**config.mk**
```make
export PLATFORM = sky130hd
export DESIGN_NAME = lpmc_top
export DESIGN_NICKNAME = d
export VERILOG_FILES = /design/src/hw/lpmc_pkg.sv /design/src/hw/lpmc_qual.sv /design/src/hw/lpmc_top.sv
export SDC_FILE = /design/constraint.sdc
export NUM_CORES = 1
export LEC_CHECK = 0
export ABC_AREA = 1
export BUFFER_PORTS_ARGS = -buffer_cell sky130_fd_sc_hd__buf_2
export CAP_MARGIN = 20
export CORE_MARGIN = 10
export CORE_UTILIZATION = 35
export CTS_BUF_LIST = sky130_fd_sc_hd__clkbuf_8
export CTS_CLUSTER_DIAMETER = 150
export DETAILED_ROUTE_END_ITERATION = 8
export PLACE_DENSITY = 0.54
export SLEW_MARGIN = 20
export SYNTH_ARGS = -nofsm -noshare
export SYNTH_HDL_FRONTEND = slang
export SYNTH_HIERARCHICAL = 1
export SYNTH_SLANG_ARGS = --single-unit
export TNS_END_PERCENT = 1
```
**constraint.sdc**
```tcl
create_clock -name sys_clk -period 3.5 [get_ports sys_clk]
set_input_delay 0.875 -clock sys_clk [delete_from_list [all_inputs] [get_ports sys_clk]]
set_output_delay 0.875 -clock sys_clk [all_outputs]
set_load 0.02 [all_outputs]
```
**src/hw/lpmc_pkg.sv**
```systemverilog
// Package for the low-power mode controller: codes, widths, structs
package lpmc_pkg;
  // ==========================================================
  // Mode select codes and field widths
  localparam logic [1:0] LPMC_MODE_IDLE    = 2'h0;
  localparam logic [1:0] LPMC_MODE_STANDBY = 2'h1;
  localparam int         LPMC_QUAL_W       = 6;
  localparam int         LPMC_CNT_W        = 7;
  localparam logic [6:0] LPMC_QUAL_BASE    = 7'h02;  // Code 0 gives two cycles
  localparam logic [6:0] LPMC_CNT_ZERO     = 7'h00;
  localparam logic [6:0] LPMC_CNT_ONE      = 7'h01;
  // Cycles of oscillator clock allowed for power-up and PLL relock
  localparam int         LPMC_OSC_UP_CYC   = 16;
  localparam int         LPMC_LOCK_CYC     = 16;
  localparam int         LPMC_TMR_W        = 8;

  // ==========================================================
  // Types
  typedef enum logic [2:0] {
    LPMC_RUN, LPMC_IDLE, LPMC_STBY, LPMC_HALT, LPMC_OSC_UP, LPMC_RELOCK
  } lpmc_state_e;

  // Software controls
  typedef struct packed {
    logic [1:0] power_mode_select;
    logic [5:0] standby_qualify_count;
    logic       watchdog_wake_permit;
  } lpmc_ctrl_s;

  // Clock gate outputs
  typedef struct packed {
    logic cpu_clock_input_en;
    logic system_clock_out_en;
    logic osc_en;
    logic pll_en;
  } lpmc_gate_s;
endpackage : lpmc_pkg

```
**src/hw/lpmc_qual.sv**
```systemverilog
// Wake pin qualifier: counts consecutive low samples
`timescale 1ns/10ps
module lpmc_qual #(
  parameter int QW = 6
) (
  input  wire logic          sys_clk,
  input  wire logic          rst_n,
  input  wire logic          run,
  input  wire logic [QW-1:0] qual_code,
  input  wire logic          pin_n,
  output logic               done
);
  import lpmc_pkg::*;

  initial begin
    if (QW != LPMC_QUAL_W) $error("lpmc_qual: width must match package");
  end

  typedef struct packed {
    logic [LPMC_CNT_W-1:0] cnt;
    logic                  done;
  } lpmc_qst_s;

  lpmc_qst_s st;
  lpmc_qst_s next_st;
  logic [LPMC_CNT_W-1:0] target;

  // ==========================================================
  // Count of low samples; a high sample restarts the count
  assign target = LPMC_QUAL_BASE + {1'b0, qual_code};

  always_comb begin
    next_st      = st;
    next_st.done = 1'b0;
    if (!run || pin_n) begin
      next_st.cnt = LPMC_CNT_ZERO;
    end else if (st.cnt + LPMC_CNT_ONE >= target) begin
      next_st.done = 1'b1;
      next_st.cnt  = LPMC_CNT_ZERO;
    end else begin
      next_st.cnt = st.cnt + LPMC_CNT_ONE;
    end
  end

  always_ff @(posedge sys_clk or negedge rst_n) begin
    if (!rst_n) begin
      st <= '0;
    end else begin
      st <= next_st;
    end
  end

  assign done = st.done;

  // Done only right after a low pin sample taken while running
  property p_qual_len;
    @(posedge sys_clk) disable iff (!rst_n)
      $rose(done) |-> $past(!pin_n && run);
  endproperty
  a_qual_len: assert property (p_qual_len) else $error("qualified without low pin");

  property p_qual_restart;
    @(posedge sys_clk) disable iff (!rst_n)
      (run && pin_n) |=> (st.cnt == LPMC_CNT_ZERO && !done);
  endproperty
  a_qual_restart: assert property (p_qual_restart) else $error("count kept on high");
endmodule : lpmc_qual

```
**src/hw/lpmc_top.sv**
```systemverilog
// Low-power mode controller: idle, standby and halt sequencing
//
// Contract
// - Idle does nothing itself; any enabled interrupt or NMI leaves it.
// - System clock output keeps running in idle.
// - Mode code 01 plus idle instruction enters standby.
// - Standby gates CPU clock; oscillator, PLL, watchdog keep running.
// - Standby exits on wake pin, external reset, or permitted watchdog interrupt.
// - Standby wake pin must stay low for the qualify count.
// - A high sample during qualification restarts the count.
// - Qualification done re-enables CPU clock and latches wake interrupt.
// - Wake interrupt shared by watchdog and low-power wake.
// - Mode code 1x plus idle instruction enters halt.
// - Halt stops all four clock gates, PLL and oscillator included.
// - Halt exits only on wake pin or external reset.
// - In halt a falling wake pin starts oscillator power-up unqualified.
// - Pin high releases PLL; after lock CPU clock returns.
// - Debug port keeps working with CPU clock gated.
// - Qualify time is field value plus two oscillator cycles.
// - Watchdog wake permit allows standby wake only when set.
// - Mode select acts only when the idle instruction executes.
`timescale 1ns/10ps
module lpmc_top #(
  parameter int OSC_UP_CYC = lpmc_pkg::LPMC_OSC_UP_CYC,
  parameter int LOCK_CYC   = lpmc_pkg::LPMC_LOCK_CYC
) (
  input  wire logic                sys_clk,
  input  wire logic                rst_n,
  input  wire lpmc_pkg::lpmc_ctrl_s ctrl,
  input  wire logic                idle_instr,
  input  wire logic                any_enabled_int,
  input  wire logic                nmi,
  input  wire logic                wake_pin_n,
  input  wire logic                watchdog_int,
  input  wire logic                missing_clock_flag,
  input  wire logic                debug_req,
  output lpmc_pkg::lpmc_gate_s     gates,
  output logic                     wake_interrupt,
  output logic                     cpu_resume,
  output logic                     debug_clock_en,
  output logic                     low_power_active
);
  import lpmc_pkg::*;

  initial begin
    if (OSC_UP_CYC < 1 || OSC_UP_CYC >= (1 << LPMC_TMR_W)) $error("OSC_UP_CYC out of range");
    // Relock must last two edges at least, so the CPU clock never reopens on lock entry
    if (LOCK_CYC < 2 || LOCK_CYC >= (1 << LPMC_TMR_W)) $error("LOCK_CYC out of range");
  end

  localparam logic [LPMC_TMR_W-1:0] OSC_T  = LPMC_TMR_W'(OSC_UP_CYC - 1);
  localparam logic [LPMC_TMR_W-1:0] LOCK_T = LPMC_TMR_W'(LOCK_CYC - 1);
  localparam logic [LPMC_TMR_W-1:0] TMR_0  = '0;
  localparam logic [LPMC_TMR_W-1:0] TMR_1  = LPMC_TMR_W'(1);

  typedef struct packed {
    lpmc_state_e           state;
    logic [LPMC_TMR_W-1:0] tmr;
    logic                  wake_int;
    logic                  resume;
    lpmc_gate_s            gates;
  } lpmc_st_s;

  lpmc_st_s st;
  lpmc_st_s next_st;
  logic     qual_done;

  // Mode decode used only by entry from run; status does not use it
  function automatic lpmc_state_e mode_target(input logic [1:0] sel);
    if (sel[1])                        return LPMC_HALT;
    else if (sel == LPMC_MODE_STANDBY) return LPMC_STBY;
    else                               return LPMC_IDLE;
  endfunction : mode_target

  // ==========================================================
  // Standby wake qualifier
  lpmc_qual #(.QW(LPMC_QUAL_W)) u_qual (
    .sys_clk   (sys_clk),
    .rst_n     (rst_n),
    .run       (st.state == LPMC_STBY),
    .qual_code (ctrl.standby_qualify_count),
    .pin_n     (wake_pin_n),
    .done      (qual_done)
  );

  // ==========================================================
  // Mode sequencer; mode select is only read on the idle instruction
  always_comb begin
    next_st          = st;
    next_st.wake_int = 1'b0;
    next_st.resume   = 1'b0;
    unique case (st.state)
      LPMC_RUN: begin
        if (idle_instr) begin
          next_st.state = mode_target(ctrl.power_mode_select);
          if (mode_target(ctrl.power_mode_select) != LPMC_IDLE) begin
            next_st.gates.cpu_clock_input_en  = 1'b0;
            next_st.gates.system_clock_out_en = 1'b0;
          end
          if (mode_target(ctrl.power_mode_select) == LPMC_HALT) begin
            next_st.gates.osc_en = 1'b0;
            next_st.gates.pll_en = 1'b0;
          end
        end
      end
      LPMC_IDLE: begin
        // Nothing gated here; the clocks keep running
        if (any_enabled_int || nmi) begin
          next_st.state  = LPMC_RUN;
          next_st.resume = 1'b1;
        end
      end
      LPMC_STBY: begin
        if (qual_done || (watchdog_int && ctrl.watchdog_wake_permit)) begin
          next_st.state                     = LPMC_RUN;
          next_st.gates.cpu_clock_input_en  = 1'b1;
          next_st.gates.system_clock_out_en = 1'b1;
          next_st.wake_int                  = 1'b1;
          next_st.resume                    = 1'b1;
        end
      end
      LPMC_HALT: begin
        // Pin taken without qualification; watchdog is dead here
        if (!wake_pin_n) begin
          next_st.state        = LPMC_OSC_UP;
          next_st.gates.osc_en = 1'b1;
          next_st.tmr          = OSC_T;
        end
      end
      LPMC_OSC_UP: begin
        // Pin not looked at till the oscillator is up; then wait for it to go high
        if (st.tmr != TMR_0) begin
          next_st.tmr = st.tmr - TMR_1;
        end else if (wake_pin_n) begin
          next_st.state        = LPMC_RELOCK;
          next_st.gates.pll_en = 1'b1;
          next_st.tmr          = LOCK_T;
        end
      end
      LPMC_RELOCK: begin
        if (st.tmr != TMR_0) begin
          next_st.tmr = st.tmr - TMR_1;
        end else begin
          next_st.state                     = LPMC_RUN;
          next_st.gates.cpu_clock_input_en  = 1'b1;
          next_st.gates.system_clock_out_en = 1'b1;
          next_st.wake_int                  = 1'b1;
          next_st.resume                    = 1'b1;
        end
      end
      default: begin
        next_st.state = LPMC_RUN;
      end
    endcase
  end

  // External reset always wins and reopens every clock
  always_ff @(posedge sys_clk or negedge rst_n) begin
    if (!rst_n) begin
      st       <= '0;
      st.state <= LPMC_RUN;
      st.gates <= '1;
    end else begin
      st <= next_st;
    end
  end

  // ==========================================================
  // Outputs
  assign gates            = st.gates;
  assign wake_interrupt   = st.wake_int;
  assign cpu_resume       = st.resume;
  assign debug_clock_en   = debug_req | st.gates.osc_en;
  assign low_power_active = (st.state != LPMC_RUN);
  // Halt with missing clock flag set is software's fault; no guard here
  logic unused_mclk;
  assign unused_mclk = missing_clock_flag;

  // ==========================================================
  // Checks
  property p_idle_clk;
    @(posedge sys_clk) disable iff (!rst_n)
      (st.state == LPMC_IDLE) |-> gates.system_clock_out_en;
  endproperty
  a_idle_clk: assert property (p_idle_clk) else $error("clock stopped in idle");

  property p_stby_gate;
    @(posedge sys_clk) disable iff (!rst_n)
      (st.state == LPMC_STBY) |-> (!gates.cpu_clock_input_en && gates.osc_en && gates.pll_en);
  endproperty
  a_stby_gate: assert property (p_stby_gate) else $error("bad gating in standby");

  property p_enter_stby;
    @(posedge sys_clk) disable iff (!rst_n)
      (st.state == LPMC_RUN && idle_instr && ctrl.power_mode_select == LPMC_MODE_STANDBY)
        |=> (st.state == LPMC_STBY);
  endproperty
  a_enter_stby: assert property (p_enter_stby) else $error("standby not entered");

  property p_enter_halt;
    @(posedge sys_clk) disable iff (!rst_n)
      (st.state == LPMC_RUN && idle_instr && ctrl.power_mode_select[1])
        |=> (st.state == LPMC_HALT && !gates.osc_en && !gates.pll_en);
  endproperty
  a_enter_halt: assert property (p_enter_halt) else $error("halt not entered");

  property p_halt_exit;
    @(posedge sys_clk) disable iff (!rst_n)
      (st.state == LPMC_HALT && wake_pin_n) |=> (st.state == LPMC_HALT);
  endproperty
  a_halt_exit: assert property (p_halt_exit) else $error("halt left without pin");

  property p_halt_wake;
    @(posedge sys_clk) disable iff (!rst_n)
      (st.state == LPMC_HALT && !wake_pin_n) |=> (st.state == LPMC_OSC_UP && gates.osc_en);
  endproperty
  a_halt_wake: assert property (p_halt_wake) else $error("oscillator not started");

  property p_stby_wake;
    @(posedge sys_clk) disable iff (!rst_n)
      (st.state == LPMC_STBY && qual_done) |=> (wake_interrupt && gates.cpu_clock_input_en);
  endproperty
  a_stby_wake: assert property (p_stby_wake) else $error("no wake after qualify");

  property p_wd_permit;
    @(posedge sys_clk) disable iff (!rst_n)
      (st.state == LPMC_STBY && !qual_done && !ctrl.watchdog_wake_permit) |=>
        (st.state == LPMC_STBY);
  endproperty
  a_wd_permit: assert property (p_wd_permit) else $error("unpermitted standby exit");

  property p_relock;
    @(posedge sys_clk) disable iff (!rst_n)
      $rose(st.state == LPMC_RELOCK) |-> !gates.cpu_clock_input_en [*2];
  endproperty
  a_relock: assert property (p_relock) else $error("clock restored before lock");
endmodule : lpmc_top

```
* Yosys cells after proc, flatten, opt, wreduce, memory -nomap -nowiden *
Index checks and enable logic that the tools add are counted.

word-level totals
  output and inout port bits = 8
  bits of input ports = 18
  logic and storage cells = 83
  register bits = 25

operators by class
  add/subtract/negate cells = 3
  muxes and demuxes = 32
  reduce and logical (&&, ||, !) cells = 17
  equal/unequal tests = 19
  bitwise logic cells = 1
  order comparisons = 1

operator list
  operator                                                               number
  8-bit one-hot mux with 3 select lines                                  1
  11-bit two-way mux                                                     2
  2-bit inequality test, second input constant                           10
  3-bit two-way mux                                                      6
  3-bit one-hot mux with 6 select lines                                  1
  8-bit two-way mux                                                      2
  7-bit two-way mux                                                      2
  4-bit two-way mux                                                      3
  5-bit AND reduction                                                    2
  3-bit by 2-bit equality test with 1-bit output, second input constant  3
  3-bit nonzero test                                                     3
  2-bit two-way mux                                                      4
  4-bit AND reduction                                                    2
  8-bit nonzero test                                                     1
  8-bit by 1-bit subtractor with 8-bit output, second input constant     1
  2-bit by 6-bit adder with 7-bit output, first input constant           1
  7-bit by 1-bit adder with 7-bit output, second input constant          1
  7-bit greater-or-equal comparator                                      1
  7-bit AND reduction                                                    1
  3-bit equality test, second input constant                             2
  1-bit two-way mux                                                      6
  1-bit one-hot mux with 2 select lines                                  3
  2-bit one-hot mux with 3 select lines                                  1
  2-bit nonzero test                                                     2
  other kinds (10)                                                       12

* Depth between registers and ports, before layout *
  depth after elaboration = 9
  depth in mapped cells = 13
  depth with buffers taken out = 13

* Modules after synthesis *
Netlist, hierarchy kept.

modules (own cells, without submodules)
  module     sequential area each (µm²)  area each (µm²)  cells each  instances
  lpmc_top   404.1                       1,083.5          156         1
  lpmc_qual  200.2                       688.2            96          1

* Worst setup path after synthesis *
Ideal clock, no wire load.

  path type = input to register
  from = in ctrl[2] (netlist name)
  to = reg u_qual.st (netlist bit u_qual/done)
  setup slack = 1.300 ns
  cell stages on the path = 11
  buffers on the path = 0
  data arrival time = 2.087 ns
  path through = ha_1 > nand3_1 > xnor2_1 > inv_1 > ha_1 > nand2_1 > inv_1 > a21oi_2 > nand3_2 > nand2_1 > inv_1

RTL lines
  item                  line             source
  from (decl)           lpmc_top.sv:29   input wire lpmc_pkg::lpmc_ctrl_s ctrl,
  to (signal assigned)  lpmc_qual.sv:49  st <= next_st;
  to (decl)             lpmc_qual.sv:24  lpmc_qst_s st;

* Final worst setup path *
  from = in debug_req
  to = out debug_clock_en

between the ends
  cells in the longest elaborated chain, start to end = 1

RTL lines
  item         line             source
  from (decl)  lpmc_top.sv:36   input wire logic debug_req,
  1-bit OR     lpmc_top.sv:173  assign debug_clock_en = debug_req | st.gates.osc_en;
  to (decl)    lpmc_top.sv:40   output logic debug_clock_en,

Every way passes these cells.

==> metrics.md <==
| Metric | Value |
|---|---|
| Synth Area in Compound Gates | `8.33%` |
| Die area | `8310 sq um` |
| Net count reported at finish | `305` |
| Count leader, synth | `nand2_1` |
| H-tree depth | `1` |
| Required @ worst endpoint | `2.62 ns` |
| Max Cap Viol | `0` |
| Synth Warn # | `6` |
| Synth top area cells | `dfrtp_1, nand2_1, ha_1` |
| Max Fanout on Critical Path | `1` |
| CP Capture Type | `output pin` |
| GRT Resource Usage Total | `9.68%` |
| TNS Setup | `0 ns` |
| Clock Skews | `0.00514 ns` |
| Xor-xnor portion of the synthesized cell area | `2.47%` |
| Max Slew Vio Count | `0` |
| Synth area leader | `dfrtp_1` |
| Post-route ant nets | `0` |
| Final number of setup-violating endpoints | `0` |
| Hold_buf cts | `0` |
| First-pass GRT wire length | `6.87 mm` |
| Clock Tree Root | `clkbuf_8` |
| Post-synth EDFFs | `0` |
| Postcts setup bufs | `0` |
| Adder-Cell Fraction of Synth Area | `7.06%` |
| CTS buffer count | `3` |
| Final hold vios | `0` |
| DR vias/cell | `4.59` |
| Pwr/cell area | `590 nW/um^2` |
| Peak Freq | `443 MHz` |
| Detailed Routing Iterations Pass 1 | `4` |
| Mapped Cells | `252` |
| Row count | `25` |
| DP HPWL | `3.06 mm` |
| Iter 0 DRT Violations | `52` |
| Syn Std Cell Area | `1770 sq um` |
| Crit path arrival time | `1.38 ns` |
| Synth top area share | `29.7%` |
| Synth cell count leaders | `nand2_1, inv_1, nand3_1, dfrtp_1, nor2_1` |
| Register bit total from synthesis | `24` |
| N_diodes | `0` |
| Core Box Area | `4820 sq um` |
| Worst vdd ir | `0.444 mV` |
| Post-cts sizing count | `0` |
| Max_slew headroom | `63.1%` |
| Yosys cell types | `34` |
| Worst-path clk slew | `0.09 ns` |
| Layout cells sized above 1 | `21.0%` |
| Drt wl/cell | `11.0 um` |
| Worst Setup Path Type | `primary input to output pin` |
| Sequential area share after synthesis | `34.1%` |
| Clock Latency Late Sink | `0.28 ns` |
| Io pins | `26` |
| Initial antenna violation count | `0` |
| Post-Syn Nets | `280` |
| Worst-Margin Slew | `0.554 ns` |
| Tcrit/Tclk final | `64.5%` |
| Ys async rst share | `100%` |
| DRC | `0` |
| Area Overhead vs Synth | `13.8%` |
| Total number of vias | `1573` |
| Detailed Route WL | `3.78 mm` |
| GR Overflow Total | `0` |
| Synth Area in Simple Gates | `37.1%` |
| Final Critical Period | `2.26 ns` |
| Post-Route Utilization | `41.9%` |
| Initial core utilization | `36.8%` |
| Type of origin of the critical path | `primary input` |
| CTS sink count | `24` |
| Routability Congestion | `0.868` |
| Port Buffers | `24` |
| Status | `finished clean` |
| Die extent in x | `91.1 um` |
| Post-synthesis mux area share | `0%` |
| Largest net degree at the start of global routing | `25` |
| Unrepaired setup endpoints after global routing | `no` |
| Synth Area per Inst | `7.03 sq um` |
| Die height | `91.1 um` |
| TritonCTS clock tree | `yes` |
| Post-synth top flop | `dfrtp_1` |
| Max clock buf depth | `2` |
| Main combinational cell family by area after synthesis | `simple AND/OR/NAND/NOR gates` |
| Leak pwr | `1.10 nW` |
| Worst hold path type | `flop to flop` |
| Number of global-route vias before repair | `1527` |
placed cells by master (no fill, tap or decap), types with 2 or more instances in the layout:
cell type,instances
nand2_1,71
nand2_2,3
a21oi_1,3
xor2_1,3
nor2_2,4
dfrtp_1,21
buf_2,24
ha_1,10
o21ai_2,2
nand4_1,7
o21ai_1,6
nor3_1,2
clkbuf_8,3
o21ai_0,8
inv_2,9
nand3_1,24
dfstp_2,3
nand3_2,3
nor2_1,21
inv_1,32
xnor2_1,2
metrics by stage:
step           std cells  setup WS [ns]  instance area, sq um  hold WS, ns  total power, mW
2_1_floorplan        252           1.30                  1770        0.446            0.834
3_3_place_gp         339           1.02                  1950        0.456            0.954
3_5_place_dp         339           1.03                  1950        0.462            0.955
4_1_cts              343           1.24                  2020        0.477             1.21
5_1_grt              343           1.23                  2020        0.504             1.30
6_report             343           1.24                  2020        0.473             1.19
worst max-delay path, stage by stage:
cell,delay [ns]
buf_2,0.09
or2_2,0.25
buf_2,0.16
routing by layer:
layer  track usage (%)  part of all wire, %  vias to the layer above  wire (um)
li1                  -                    -                      851          -
met1              12.2                   48                      710       1830
met2              16.0                   48                        7       1830
met3              1.73                  1.8                        5         70
met4              3.79                  1.5                        0         55
met5                 0                    0                        -          0
cell families after synthesis:
group           after synthesis
compound gates               25
xor+xnor                      5
fa+ha+maj                    10
buf+inv                      47
flops                        24
simple gates                141
area by class of cell:
class	instances	area, sq um
well taps	67	83.8
repair buffers	24	120
clock inverters	1	30.0
clock buffers	3	41.3
multi-input cells	181	973
fillers	546	2800
inverters	43	164
flip-flops and latches	24	604
sequential cells by signal, summed over array words and instances, names as in the netlist:
signal and flops:
u_qual/st 7, u_qual/done 1, wake_interrupt 1, st 11
cpu_resume 1, gates 3
power breakdown:
part | switching [mW] | internal (mW) | total [mW]
clock | 0.0985 | 0.153 | 0.252
sequential | 0.0538 | 0.344 | 0.398
combinational | 0.364 | 0.176 | 0.539
worst paths after layout:
kind | from | to | slack, ns | cells past startpoint
max reg2reg | u_qual/st[1] | u_qual/done | 1.43 | 11
min | gates[3] | gates[3] | 0.47 | 2
max in group asynchronous | rst_n | gates[3] | 2.56 | 1
min reg2reg | gates[3] | gates[3] | 0.47 | 2
min in group asynchronous | rst_n | st[14] | 0.57 | 1
max | debug_req | debug_clock_en | 1.24 | 3
Power figures use the tool's default switching activity.
